==> config.mk <==
export PLATFORM = sky130hd
export DESIGN_NAME = scs_top
export DESIGN_NICKNAME = d
export VERILOG_FILES = /design/src/rtl/scs_pkg.sv /design/src/rtl/scs_top.sv /design/src/rtl/scs_sync.sv
export SDC_FILE = /design/constraint.sdc
export NUM_CORES = 1
export LEC_CHECK = 0
export BUFFER_PORTS_ARGS = -buffer_cell sky130_fd_sc_hd__buf_2
export CORE_MARGIN = 2
export CORE_UTILIZATION = 49
export DETAILED_ROUTE_END_ITERATION = 10
export HOLD_SLACK_MARGIN = 0.02
export MAX_ROUTING_LAYER = met4
export PLACE_DENSITY = 0.84
export SYNTH_ARGS = -nofsm -noshare
export SYNTH_HDL_FRONTEND = slang
export SYNTH_SLANG_ARGS = --single-unit
==> constraint.sdc <==
create_clock -name REF_CLK -period 2.65 [get_ports REF_CLK]
set_clock_uncertainty 0.1 [all_clocks]
set_input_delay 0.265 -clock REF_CLK [delete_from_list [all_inputs] [get_ports REF_CLK]]
set_output_delay 0.265 -clock REF_CLK [all_outputs]
set_load 0.005 [all_outputs]
==> src/rtl/scs_pkg.sv <==
// Shared constants, types and source-decode helpers for the clock select and divide block
package scs_pkg;

    ////////////////////////////////////////////////////////////////////////
    // Register byte addresses on the slave port
    localparam logic [3:0] ADDR_OSC_CTRL = 4'h0;
    localparam logic [3:0] ADDR_CLK_DIV = 4'h4;
    localparam logic [3:0] ADDR_UNLOCK = 4'h8;

    // Unlock keys, written in this order to the unlock register
    localparam logic [7:0] UNLOCK_KEY1 = 8'h55;
    localparam logic [7:0] UNLOCK_KEY2 = 8'hAA;

    ////////////////////////////////////////////////////////////////////////
    // Oscillator control field positions
    localparam int OC_CURRENT_SOURCE_LSB = 12;
    localparam int OC_NEW_SOURCE_LSB = 8;
    localparam int OC_FREEZE_BIT = 7;
    localparam int OC_LOCK_BIT = 5;
    localparam int OC_CF_BIT = 3;
    localparam int OC_SEC_BIT = 1;
    localparam int OC_SWREQ_BIT = 0;

    // Clock divisor field positions and reset values
    localparam int CD_ROI_BIT = 15;
    localparam int CD_CPU_CLOCK_REDUCTION_LSB = 12;
    localparam int CD_REDUCTION_ENABLE_BIT = 11;
    localparam int CD_INTERNAL_RC_POSTSCALER_LSB = 8;
    localparam int CD_POST_LSB = 6;
    localparam int CD_PRE_LSB = 0;
    localparam logic [2:0] CPU_CLOCK_REDUCTION_RESET = 3'h3;
    localparam logic [2:0] INTERNAL_RC_POSTSCALER_RESET = 3'h0;
    localparam logic [1:0] POST_RESET = 2'h1;
    localparam logic [4:0] PRE_RESET = 5'h00;
    localparam logic [1:0] POST_RESERVED = 2'h2;
    localparam logic [2:0] INTERNAL_RC_POSTSCALER_MAX = 3'h7;

    ////////////////////////////////////////////////////////////////////////
    // Source selection codes
    localparam logic [2:0] SRC_FRC = 3'h0;
    localparam logic [2:0] SRC_FRC_PLL = 3'h1;
    localparam logic [2:0] SRC_PRI = 3'h2;
    localparam logic [2:0] SRC_PRI_PLL = 3'h3;
    localparam logic [2:0] SRC_SEC = 3'h4;
    localparam logic [2:0] SRC_LOW_POWER_INTERNAL_OSC = 3'h5;
    localparam logic [2:0] SRC_FRC_DIV16 = 3'h6;
    localparam logic [2:0] SRC_FRC_DIVN = 3'h7;
    localparam logic [2:0] SRC_ERASED = SRC_FRC_DIVN;

    // Primary submodes
    localparam logic [1:0] SUB_HS = 2'h2;
    localparam logic [1:0] SUB_XT = 2'h1;
    localparam logic [1:0] SUB_EC = 2'h0;

    // Physical oscillator index
    localparam logic [1:0] OSC_FRC = 2'h0;
    localparam logic [1:0] OSC_PRI = 2'h1;
    localparam logic [1:0] OSC_SEC = 2'h2;
    localparam logic [1:0] OSC_LOW_POWER_INTERNAL_OSC = 2'h3;

    // New-clock cycles to wait before changeover
    localparam logic [3:0] SETTLE_CYCLES = 4'hA;

    typedef enum logic [1:0] {
        SW_IDLE = 2'b00,
        SW_CHECK = 2'b01,
        SW_WAIT = 2'b10,
        SW_COUNT = 2'b11
    } scs_sw_state_e;

    // Oscillator that feeds a given source code
    function automatic logic [1:0] src_osc(input logic [2:0] code);
        case (code)
            SRC_PRI, SRC_PRI_PLL: src_osc = OSC_PRI;
            SRC_SEC: src_osc = OSC_SEC;
            SRC_LOW_POWER_INTERNAL_OSC: src_osc = OSC_LOW_POWER_INTERNAL_OSC;
            default: src_osc = OSC_FRC;
        endcase
    endfunction

    function automatic logic src_uses_pll(input logic [2:0] code);
        src_uses_pll = (code == SRC_FRC_PLL) || (code == SRC_PRI_PLL);
    endfunction

endpackage

==> src/rtl/scs_top.sv <==
// Clock source selection, switch sequencing and clock divisor registers
// Notes on behaviour
// - Start-up source comes from 3-bit configuration
// - Primary submode from 2-bit field, primary only
// - Erased device starts on divided internal RC
// - Bits 14:12 read back the active source
// - Bits 10:8 hold requested source, config reset
// - Freeze bit plus fail-safe bit locks settings
// - Bit 5 shows PLL lock, zero when disabled
// - Clock fail sets bit 3 when monitored; software or a switch start clears
// - Bit 1 enables the secondary oscillator
// - Switch request bit stays set until done
// - Recover bit: interrupt clears reduction, ratio 1:1
// - Reduction divides instruction clock by power two
// - Reduction enable off forces ratio 1:1
// - RC postscaler divides by 1..64, or 256
// - VCO divider 2, 4, 8; code 10 reserved
// - PLL prescaler divides by code plus two
// - Request for current source aborts, clears request
// - Wait ten new-clock cycles, then copy selection
// - Switching disabled: request held zero always
`timescale 1ns/100ps
`default_nettype none
module scs_top
    import scs_pkg::*;
(
    input wire logic REF_CLK,
    input wire logic RST,
    input wire logic [3:0] AVS_ADDRESS,
    input wire logic AVS_READ,
    input wire logic AVS_WRITE,
    input wire logic [31:0] AVS_WRITEDATA,
    input wire logic [3:0] AVS_BYTEENABLE,
    output logic [31:0] AVS_READDATA,
    output logic AVS_WAITREQUEST,
    input wire logic CFG_PROGRAMMED,
    input wire logic [2:0] CFG_STARTUP_SOURCE_SELECT,
    input wire logic [1:0] CFG_PRIMARY_SUBMODE_SELECT,
    input wire logic CFG_SWITCH_ENABLE_CONFIG,
    input wire logic CFG_FAILSAFE_CONFIG_BIT0,
    input wire logic [3:0] OSC_CLK_IN,
    input wire logic [3:0] OSC_STABLE_IN,
    input wire logic PLL_LOCK_IN,
    input wire logic FAILSAFE_MONITOR_FAIL,
    input wire logic INTERRUPT_EVENT,
    output logic [3:0] OSC_ENABLE,
    output logic PLL_ENABLE,
    output logic [1:0] PRIMARY_SUBMODE,
    output logic [2:0] CURRENT_SOURCE,
    output logic SWITCH_BUSY,
    output logic SYS_CLK_EN,
    output logic INSTR_CLK_EN,
    output logic CPU_CLK_EN,
    output logic FRC_POSTSCALED_EN,
    output logic [5:0] PLL_PRESCALE_N1,
    output logic [3:0] PLL_POSTSCALE_N2
);
    // Divider hit: counter at or past 2^lg - 1, so a shortened ratio takes effect at once
    function automatic logic div_hit(input logic [7:0] cnt, input logic [3:0] lg);
        logic [8:0] full;
        full = (9'h001 << lg) - 9'h001;
        div_hit = (cnt >= full[7:0]);
    endfunction

    ////////////////////////////////////////////////////////////////////////
    // Pin synchronisers: oscillator clocks, stable flags, lock, fail
    logic [9:0] pin_q, pin_rise;
    scs_sync #(.W(10)) u_sync (
        .clk(REF_CLK),
        .rst(RST),
        .d({FAILSAFE_MONITOR_FAIL, PLL_LOCK_IN, OSC_STABLE_IN, OSC_CLK_IN}),
        .q(pin_q),
        .rise(pin_rise)
    );
    logic [3:0] osc_rise, osc_stable;
    logic pll_lock_s, fail_rise;
    assign osc_rise = pin_rise[3:0];
    assign osc_stable = pin_q[7:4];
    assign pll_lock_s = pin_q[8];
    assign fail_rise = pin_rise[9];

    ////////////////////////////////////////////////////////////////////////
    // Avalon slave: one wait state, read data stands while waitrequest is low
    logic ack_reg, ack_next;
    logic [31:0] rdata_reg, rdata_next;
    logic key1_reg, key1_next, armed_reg, armed_next;
    logic wr_take, wr_osc, wr_div, wr_unl, osc_wr_ok;
    logic [15:0] osc_word, div_word;

    assign AVS_WAITREQUEST = (AVS_READ | AVS_WRITE) & ~ack_reg;
    assign wr_take = AVS_WRITE & ack_reg;
    assign wr_osc = wr_take && (AVS_ADDRESS == ADDR_OSC_CTRL);
    assign wr_div = wr_take && (AVS_ADDRESS == ADDR_CLK_DIV);
    assign wr_unl = wr_take && (AVS_ADDRESS == ADDR_UNLOCK);
    assign osc_wr_ok = wr_osc & armed_reg;

    always_comb begin
        ack_next = (AVS_READ | AVS_WRITE) & ~ack_reg;
        rdata_next = rdata_reg;
        if (AVS_READ && !ack_reg) begin
            case (AVS_ADDRESS)
                ADDR_OSC_CTRL: rdata_next = {16'h0000, osc_word};
                ADDR_CLK_DIV: rdata_next = {16'h0000, div_word};
                ADDR_UNLOCK: rdata_next = {30'h0, armed_reg, key1_reg};
                default: rdata_next = 32'h00000000;
            endcase
        end
        // Key pair arms exactly one control write; a further unlock write disarms, other accesses do not
        key1_next = key1_reg;
        armed_next = armed_reg;
        if (wr_unl && AVS_BYTEENABLE[0]) begin
            key1_next = (AVS_WRITEDATA[7:0] == UNLOCK_KEY1);
            armed_next = key1_reg && (AVS_WRITEDATA[7:0] == UNLOCK_KEY2);
        end else if (wr_osc) begin
            key1_next = 1'b0;
            armed_next = 1'b0;
        end
    end

    always_ff @(posedge REF_CLK) begin
        if (RST) begin
            ack_reg <= 1'b0;
            rdata_reg <= 32'h00000000;
            key1_reg <= 1'b0;
            armed_reg <= 1'b0;
        end else begin
            ack_reg <= ack_next;
            rdata_reg <= rdata_next;
            key1_reg <= key1_next;
            armed_reg <= armed_next;
        end
    end
    assign AVS_READDATA = rdata_reg;

    ////////////////////////////////////////////////////////////////////////
    // Oscillator control and switch sequencer
    scs_sw_state_e state_reg, state_next;
    logic [2:0] current_source_reg, current_source_next, new_source_reg, new_source_next;
    logic [1:0] sub_reg;
    logic freeze_reg, freeze_next, cf_reg, cf_next, sec_reg, sec_next;
    logic swreq_reg, swreq_next;
    logic [3:0] settle_reg, settle_next;
    logic [3:0] osc_en_next;
    logic pll_en_reg, pll_en_next, sys_en_reg, sys_en_next;
    logic sw_enabled, monitor_en, frozen, new_ready, lock_bit, busy;
    logic [2:0] boot_src;

    assign boot_src = CFG_PROGRAMMED ? CFG_STARTUP_SOURCE_SELECT : SRC_ERASED;
    assign sw_enabled = ~CFG_SWITCH_ENABLE_CONFIG;
    assign monitor_en = sw_enabled & ~CFG_FAILSAFE_CONFIG_BIT0;
    assign frozen = freeze_reg & CFG_FAILSAFE_CONFIG_BIT0;
    assign busy = (state_reg == SW_WAIT) || (state_reg == SW_COUNT);
    // PLL sources also need lock before the settle count starts
    assign new_ready = osc_stable[src_osc(new_source_reg)] && (!src_uses_pll(new_source_reg) || pll_lock_s);
    assign lock_bit = pll_lock_s & pll_en_reg;
    assign osc_word = {1'b0, current_source_reg, 1'b0, new_source_reg, freeze_reg, 1'b0, lock_bit, 1'b0,
                       cf_reg, 1'b0, sec_reg, swreq_reg};

    always_comb begin
        state_next = state_reg;
        current_source_next = current_source_reg;
        new_source_next = new_source_reg;
        freeze_next = freeze_reg;
        cf_next = cf_reg;
        sec_next = sec_reg;
        swreq_next = swreq_reg;
        settle_next = settle_reg;
        // Byte-lane writes behind the unlock
        if (osc_wr_ok && AVS_BYTEENABLE[1] && !frozen && sw_enabled && state_reg == SW_IDLE) begin
            new_source_next = AVS_WRITEDATA[OC_NEW_SOURCE_LSB +: 3];
        end
        if (osc_wr_ok && AVS_BYTEENABLE[0]) begin
            if (!frozen) begin
                freeze_next = AVS_WRITEDATA[OC_FREEZE_BIT];
            end
            sec_next = AVS_WRITEDATA[OC_SEC_BIT];
            if (!AVS_WRITEDATA[OC_CF_BIT]) begin
                cf_next = 1'b0;
            end
            if (AVS_WRITEDATA[OC_SWREQ_BIT] && !frozen && state_reg == SW_IDLE) begin
                swreq_next = 1'b1;
            end
        end
        case (state_reg)
            SW_IDLE: begin
                if (swreq_reg) begin
                    state_next = SW_CHECK;
                end
            end
            SW_CHECK: begin
                if (new_source_reg == current_source_reg) begin
                    swreq_next = 1'b0;
                    state_next = SW_IDLE;
                end else begin
                    cf_next = 1'b0;
                    state_next = SW_WAIT;
                end
            end
            SW_WAIT: begin
                settle_next = 4'h0;
                if (new_ready) begin
                    state_next = SW_COUNT;
                end
            end
            SW_COUNT: begin
                // Change over on a new-source edge so no partial period is seen
                if (osc_rise[src_osc(new_source_reg)]) begin
                    settle_next = settle_reg + 4'h1;
                    if (settle_reg == SETTLE_CYCLES - 4'h1) begin
                        current_source_next = new_source_reg;
                        swreq_next = 1'b0;
                        state_next = SW_IDLE;
                    end
                end
            end
            default: state_next = SW_IDLE;
        endcase
        // Hardware fail event wins over a clear in the same cycle
        if (fail_rise && monitor_en) begin
            cf_next = 1'b1;
        end
        if (!sw_enabled) begin
            swreq_next = 1'b0;
            state_next = SW_IDLE;
        end
        osc_en_next = 4'h0;
        osc_en_next[src_osc(current_source_reg)] = 1'b1;
        if (busy) begin
            osc_en_next[src_osc(new_source_reg)] = 1'b1;
        end
        if (sec_reg) begin
            osc_en_next[OSC_SEC] = 1'b1;
        end
        pll_en_next = src_uses_pll(current_source_reg) || (busy && src_uses_pll(new_source_reg));
        sys_en_next = osc_rise[src_osc(current_source_reg)];
    end

    always_ff @(posedge REF_CLK) begin
        if (RST) begin
            state_reg <= SW_IDLE;
            current_source_reg <= boot_src;
            new_source_reg <= boot_src;
            sub_reg <= CFG_PRIMARY_SUBMODE_SELECT;
            freeze_reg <= 1'b0;
            cf_reg <= 1'b0;
            sec_reg <= 1'b0;
            swreq_reg <= 1'b0;
            settle_reg <= 4'h0;
            OSC_ENABLE <= 4'h0;
            pll_en_reg <= 1'b0;
            sys_en_reg <= 1'b0;
        end else begin
            state_reg <= state_next;
            current_source_reg <= current_source_next;
            new_source_reg <= new_source_next;
            freeze_reg <= freeze_next;
            cf_reg <= cf_next;
            sec_reg <= sec_next;
            swreq_reg <= swreq_next;
            settle_reg <= settle_next;
            OSC_ENABLE <= osc_en_next;
            pll_en_reg <= pll_en_next;
            sys_en_reg <= sys_en_next;
        end
    end
    assign PLL_ENABLE = pll_en_reg;
    assign CURRENT_SOURCE = current_source_reg;
    assign SWITCH_BUSY = swreq_reg;
    assign SYS_CLK_EN = sys_en_reg;
    // Submode only matters for primary sources
    assign PRIMARY_SUBMODE = (src_osc(current_source_reg) == OSC_PRI) ? sub_reg : SUB_EC;

    ////////////////////////////////////////////////////////////////////////
    // Clock divisor register; not behind the unlock
    logic roi_reg, roi_next, reduction_enable_reg, reduction_enable_next;
    logic [2:0] cpu_clock_reduction_reg, cpu_clock_reduction_next, internal_rc_postscaler_reg, internal_rc_postscaler_next;
    logic [1:0] post_reg, post_next;
    logic [4:0] pre_reg, pre_next;
    assign div_word = {roi_reg, cpu_clock_reduction_reg, reduction_enable_reg, internal_rc_postscaler_reg, post_reg, 1'b0, pre_reg};

    always_comb begin
        roi_next = roi_reg;
        cpu_clock_reduction_next = cpu_clock_reduction_reg;
        reduction_enable_next = reduction_enable_reg;
        internal_rc_postscaler_next = internal_rc_postscaler_reg;
        post_next = post_reg;
        pre_next = pre_reg;
        if (wr_div && AVS_BYTEENABLE[1]) begin
            roi_next = AVS_WRITEDATA[CD_ROI_BIT];
            cpu_clock_reduction_next = AVS_WRITEDATA[CD_CPU_CLOCK_REDUCTION_LSB +: 3];
            reduction_enable_next = AVS_WRITEDATA[CD_REDUCTION_ENABLE_BIT];
            if (!frozen) begin
                internal_rc_postscaler_next = AVS_WRITEDATA[CD_INTERNAL_RC_POSTSCALER_LSB +: 3];
            end
        end
        if (wr_div && AVS_BYTEENABLE[0] && !frozen) begin
            // Reserved divider code is refused, old value kept
            if (AVS_WRITEDATA[CD_POST_LSB +: 2] != POST_RESERVED) begin
                post_next = AVS_WRITEDATA[CD_POST_LSB +: 2];
            end
            pre_next = AVS_WRITEDATA[CD_PRE_LSB +: 5];
        end
        if (roi_reg && INTERRUPT_EVENT) begin
            reduction_enable_next = 1'b0;
        end
    end

    always_ff @(posedge REF_CLK) begin
        if (RST) begin
            roi_reg <= 1'b0;
            cpu_clock_reduction_reg <= CPU_CLOCK_REDUCTION_RESET;
            reduction_enable_reg <= 1'b0;
            internal_rc_postscaler_reg <= INTERNAL_RC_POSTSCALER_RESET;
            post_reg <= POST_RESET;
            pre_reg <= PRE_RESET;
        end else begin
            roi_reg <= roi_next;
            cpu_clock_reduction_reg <= cpu_clock_reduction_next;
            reduction_enable_reg <= reduction_enable_next;
            internal_rc_postscaler_reg <= internal_rc_postscaler_next;
            post_reg <= post_next;
            pre_reg <= pre_next;
        end
    end
    assign PLL_PRESCALE_N1 = {1'b0, pre_reg} + 6'h02;
    assign PLL_POSTSCALE_N2 = (post_reg == 2'h0) ? 4'h2 : ((post_reg == 2'h1) ? 4'h4 : 4'h8);

    ////////////////////////////////////////////////////////////////////////
    // Enable dividers: instruction = system/2, cpu = instruction/2^ratio
    logic half_reg, half_next, instr_reg, instr_next, cpu_reg, cpu_next, frc_reg, frc_next;
    logic [7:0] cpu_cnt_reg, cpu_cnt_next, frc_cnt_reg, frc_cnt_next;
    logic [2:0] ratio;
    logic [3:0] frc_lg;
    assign ratio = reduction_enable_reg ? cpu_clock_reduction_reg : 3'h0;
    assign frc_lg = (internal_rc_postscaler_reg == INTERNAL_RC_POSTSCALER_MAX) ? 4'h8 : {1'b0, internal_rc_postscaler_reg};

    always_comb begin
        half_next = half_reg ^ sys_en_reg;
        instr_next = sys_en_reg & half_reg;
        cpu_next = 1'b0;
        cpu_cnt_next = cpu_cnt_reg;
        if (instr_reg) begin
            cpu_cnt_next = cpu_cnt_reg + 8'h01;
            // A ratio cut below the count restarts at the next instruction tick
            if (div_hit(cpu_cnt_reg, {1'b0, ratio})) begin
                cpu_next = 1'b1;
                cpu_cnt_next = 8'h00;
            end
        end
        frc_next = 1'b0;
        frc_cnt_next = frc_cnt_reg;
        if (osc_rise[OSC_FRC]) begin
            frc_cnt_next = frc_cnt_reg + 8'h01;
            if (div_hit(frc_cnt_reg, frc_lg)) begin
                frc_next = 1'b1;
                frc_cnt_next = 8'h00;
            end
        end
    end

    always_ff @(posedge REF_CLK) begin
        if (RST) begin
            half_reg <= 1'b0;
            instr_reg <= 1'b0;
            cpu_reg <= 1'b0;
            frc_reg <= 1'b0;
            cpu_cnt_reg <= 8'h00;
            frc_cnt_reg <= 8'h00;
        end else begin
            half_reg <= half_next;
            instr_reg <= instr_next;
            cpu_reg <= cpu_next;
            frc_reg <= frc_next;
            cpu_cnt_reg <= cpu_cnt_next;
            frc_cnt_reg <= frc_cnt_next;
        end
    end
    assign INSTR_CLK_EN = instr_reg;
    assign CPU_CLK_EN = cpu_reg;
    assign FRC_POSTSCALED_EN = frc_reg;
endmodule
`default_nettype wire

==> src/rtl/scs_sync.sv <==
// Three-stage pin synchroniser with agreement filter and rise pulse
`timescale 1ns/100ps
`default_nettype none
module scs_sync #(
    parameter int W = 1
) (
    input wire logic clk,
    input wire logic rst,
    input wire logic [W-1:0] d,
    output logic [W-1:0] q,
    output logic [W-1:0] rise
);
    logic [W-1:0] s1_reg, s2_reg, s3_reg, q_reg, rise_reg;
    logic [W-1:0] q_next, rise_next;

    ////////////////////////////////////////////////////////////////////////
    // Accept a new level only when stages two and three agree
    always_comb begin
        q_next = (s2_reg & s3_reg) | (q_reg & (s2_reg | s3_reg));
        rise_next = q_next & ~q_reg;
    end

    // First stage feeds only the second
    always_ff @(posedge clk) begin
        if (rst) begin
            s1_reg <= '0;
            s2_reg <= '0;
            s3_reg <= '0;
            q_reg <= '0;
            rise_reg <= '0;
        end else begin
            s1_reg <= d;
            s2_reg <= s1_reg;
            s3_reg <= s2_reg;
            q_reg <= q_next;
            rise_reg <= rise_next;
        end
    end

    assign q = q_reg;
    assign rise = rise_reg;
endmodule
`default_nettype wire

==> metrics.sh <==
SUMMED_INSTANCE_AREA_OF_THE_SYNTHESIZED_NETLIST_MM2=0.005786
TRITONCTS_BUFFER_COUNT=17
GRT_PASS1_WL_MM=23.01
SYNTH.YOSYS.SEQ_AREA_SHARE_PCT=43.94
GLOBALROUTEOVERFLOWTOTAL=0
SYNTH.AVG_CELL_AREA_UM2=9.242
PORT_BUFFERS=85
MIN_DELAY_PATH_DEPTH=3
ROUTED_WIRE_LENGTH_PER_INSTANCE_UM=16.42
PLACE_WS_NS=-0.06838
R2R-END='cpu_cnt_reg[2]'
IOS=121
FF2FF_PATH_DEPTH=12
WIDTH_OF_THE_DIE_UM=112.7
SYN2LAYOUT_AREA_GROWTH_PCT=25.61
CRIT_TYPE='reg -> reg'
FLOORPLAN.INITIALDENSITY_PCT=50.45
HOLDWS_NS=0.03660
CLOCK_PATH_BUFFERS=2
FINALCRITICALPERIOD_NS=2.565
CRITICAL_PATH.STARTPOINT_TYPE='flop'
DRV_CAP=0
CP-END-KIND='flop'
OVERALL_ROUTED_NET_LENGTH_MM=14.62
FIN_NETS=820
YOSYSTOPAREACELLSHARE_PCT=39.79
CTS.SINK_COUNT=123
POST_SYNTH_NUM_CELL_TYPES=63
CTS.HTREE.LEVELS=4
NUMBER_OF_GLOBAL_ROUTE_VIAS_BEFORE_REPAIR=4744
WORST_R2R_STARTPOINT='cpu_clock_reduction_reg[2]'
CRITPATHMAXSTAGEDELAY_NS=0.33
ASYNC_RESET_FF_SHARE_PCT=0
SYNTH-WARNING-COUNT=0
DRCVIOLATIONCOUNT=0
CLKLATENCYLATEPIN_NS=0.42
ANTENNA_CELLS=0
DIEHEIGHT_UM=112.7
FINALMAXSLEWVIOLATIONS=0
NUMPLACEDINSTANCES=835
DRT-PASS1-ITER-COUNT=5
LAYOUT_WORST_PATH_CYCLE_SHARE_PCT=96.81
LARGEST_REGISTER_FF_COUNT=16
NUM_ROWS=39
DETAILEDPLACEMENTHPWL_MM=9.790
LAYOUT-DRIVE-GT1-SHARE_PCT=21.42
LAYOUT.FILLER_CELLS=931
DOMINANTREGCELLSYNTH='sky130_fd_sc_hd__dfxtp_1'
HP-CLASS='in -> reg'
CORE_REGION_AREA_MM2=0.01147
SYNTH.CELLS.MOST_FREQUENT='sky130_fd_sc_hd__dfxtp_1 (115), sky130_fd_sc_hd__nand2_1 (54), sky130_fd_sc_hd__nor2_1 (48), sky130_fd_sc_hd__nor2b_1 (39), sky130_fd_sc_hd__a21oi_1 (36)'
MAX-VDD-IR-DROP_mV=0.4824
SETUP.WORST_PATH.START='cpu_clock_reduction_reg[2]'
PLACE.GP.CONGESTION=0.8960
POWERDENSITY_mW_PER_MM2=662.6
ANTENNA_FOUND_INITIAL=0
ANTENNA_VIOLATING_NETS_POST_ROUTE=0
FINISH.CELL_COUNT_WITHOUT_FILLERS=890
CRIT_ARRIVAL_NS=2.80
YOSYSMOSTFREQUENTCELL='sky130_fd_sc_hd__dfxtp_1'
CRITPATHMAXFANOUT=8
SETUP-VIOLATIONS-FINAL=0
WORST_SLACK_NS=0.08450
GRT_MAX_DEGREE=50
CELLLEAKAGEPOWER_nW=2.946
HOLD_VIOLATIONS=0
SYNTHDOMINANTAREACELLTYPE='sky130_fd_sc_hd__dfxtp_1'
WORST-R2R-SETUP-SLACK_NS=0.08
REQUIRED_NS=2.88
SYNTH_ENABLE_FLOP_CELLS=8
CRIT_CHAIN='o31a_1 -> ha_2 -> nand2_1 -> nand2_1 -> a32oi_2 -> ha_1 -> and2_4 -> buf_4 -> a21oi_4 -> buf_6 -> nand4_1 -> o221ai_1'
DIEAREA_MM2=0.01269
TIMING.CRITICAL_PATH.MODE_CELL='sky130_fd_sc_hd__nand2_1'
GRT_USAGE_PCT=23.33
OUTCOME='completed'
TIMING.CRITICAL_PATH.TO='cpu_cnt_reg[2]'
DRTITER0DRC=504
YS_FF_LATCH=123
CTS.REPORTEDPATHS.CLKPINSLEW_NS=0.06
TIMING.FMAX_MHz=389.8
NUM_VIAS=5112
DRT-VIAS-PER-INSTANCE=5.744
CTS_ROOT_BUFFER='sky130_fd_sc_hd__clkbuf_16'
CRITICAL-PATH-SLOWEST-CELL='sky130_fd_sc_hd__dfxtp_1'
TRITONCTS='done'
RELSLEWSLACK_PCT=56.86
SYN-INSTANCE-COUNT=626
SYNTH.TOP_CELLS.BY_AREA='sky130_fd_sc_hd__dfxtp_1 (40%), sky130_fd_sc_hd__ha_1 (5.0%), sky130_fd_sc_hd__nor2b_1 (4.2%), sky130_fd_sc_hd__edfxtp_1 (4.2%), sky130_fd_sc_hd__nand2_1 (3.5%)'
MAX_SLEW.WORST_PIN.SLEW_NS=0.6463
-- placed cells by master, fill, tap and decap left out, types with 9 or more instances in the layout --
master / n
sky130_fd_sc_hd__a21oi_1: 35
sky130_fd_sc_hd__nand2_1: 54
sky130_fd_sc_hd__dfxtp_1: 114
sky130_fd_sc_hd__and3_1: 12
sky130_fd_sc_hd__a211oi_1: 9
sky130_fd_sc_hd__conb_1: 18
sky130_fd_sc_hd__nand4_1: 9
sky130_fd_sc_hd__mux2i_1: 16
sky130_fd_sc_hd__o21ai_0: 16
sky130_fd_sc_hd__ha_1: 22
sky130_fd_sc_hd__clkbuf_16: 17
sky130_fd_sc_hd__a2bb2oi_1: 12
sky130_fd_sc_hd__buf_2: 84
sky130_fd_sc_hd__inv_1: 17
sky130_fd_sc_hd__nor2b_1: 39
sky130_fd_sc_hd__buf_4: 22
sky130_fd_sc_hd__nand3_1: 25
sky130_fd_sc_hd__dlygate4sd3_1: 19
sky130_fd_sc_hd__nor2_1: 47
-- cells by family (layout without fill, tap and decap cells) --
group           count (synthesis)  after routing  share of synthesized area [%]
fa+ha+maj                      23             23                          4.974
other cells                     2             18                         0.1298
xor+xnor                       13             13                          1.968
compound gates                143            143                          18.27
simple gates                  235            235                          21.71
mux                            16             16                          2.768
flops                         123            123                          43.94
buf+inv                        71            176                          6.228
-- critical path: cells and delay by family (launching register included) --
kind | cells | cell delay (ns)
AOI/OAI and AO/OA | 4 | 0.86
adders and majority gates | 2 | 0.47
buffers and inverters | 2 | 0.30
DFF | 1 | 0.33
and+or+nand+nor | 4 | 0.42
-- per-layer routing --
metal | track usage, % | wire length, um | up-vias
met1 | 28.37 | 6045 | 2404
met5 | - | 0 | -
met3 | 6.749 | 1127 | 45
met4 | 8.374 | 406 | 0
met2 | 37.05 | 7036 | 219
li1 | - | - | 2444
-- power by group --
group / total (mW) / leakage (nW) / switching, mW / internal [mW]
Clock: 2.63 / 0.326 / 0.821 / 1.81
Combinational: 0.252 / 1.61 / 0.141 / 0.112
Sequential: 1.94 / 1.01 / 0.0284 / 1.91
Total: 4.81 / 2.95 / 0.990 / 3.83
-- cell type report --
class                      instances  area (um^2)  share of cell area [%]
clock buffer                      20        456.7                   6.284
clock inverter                    12        216.5                   2.979
inverter                          18        67.56                  0.9298
multi-input combinational        448         3017                   41.51
sequential                       123         2544                   35.00
tap                              143        178.9                   2.462
timing repair buffer             126        787.0                   10.83
-- per-stage QoR --
stage          setup TNS (ns)  power, mW  cell area [um^2]  utilization, %
2_1_floorplan               0      2.112              5846               -
3_3_place_gp                0      2.184              6295           54.89
3_5_place_dp          -0.1169      2.193              6295           54.89
4_1_cts                     0      4.833              7177           62.59
5_1_grt              -0.02379      4.950              7267           63.37
6_report                    0      4.815              7267           63.37
-- repair_timing --
| action | 4_1_cts | 5_1_grt |
|---|---|---|
| hold buffers | 19 | 0 |
| hold endpoints to repair | 20 | 0 |
| gates cloned | 0 | 0 |
| pin swaps | 0 | 6 |
| endpoints found under the setup margin | 7 | 9 |
| resized for setup | 8 | 13 |
| setup buffers | 0 | 4 |
-- worst min path at each step --
stage,slack (ns),to,from
floorplan,0.24,SWITCH_BUSY,CFG_SWITCH_ENABLE_CONFIG
global placement,0.32,u_sync.s2_reg[3],u_sync.s1_reg[3]
detailed placement,0.32,u_sync.s2_reg[5],u_sync.s1_reg[5]
CTS,0.02,internal_rc_postscaler_reg[0],AVS_WRITEDATA[8]
global route,0.02,internal_rc_postscaler_reg[0],AVS_WRITEDATA[8]
finish,0.04,internal_rc_postscaler_reg[0],AVS_WRITEDATA[8]
Power figures use the tool's default switching activity.
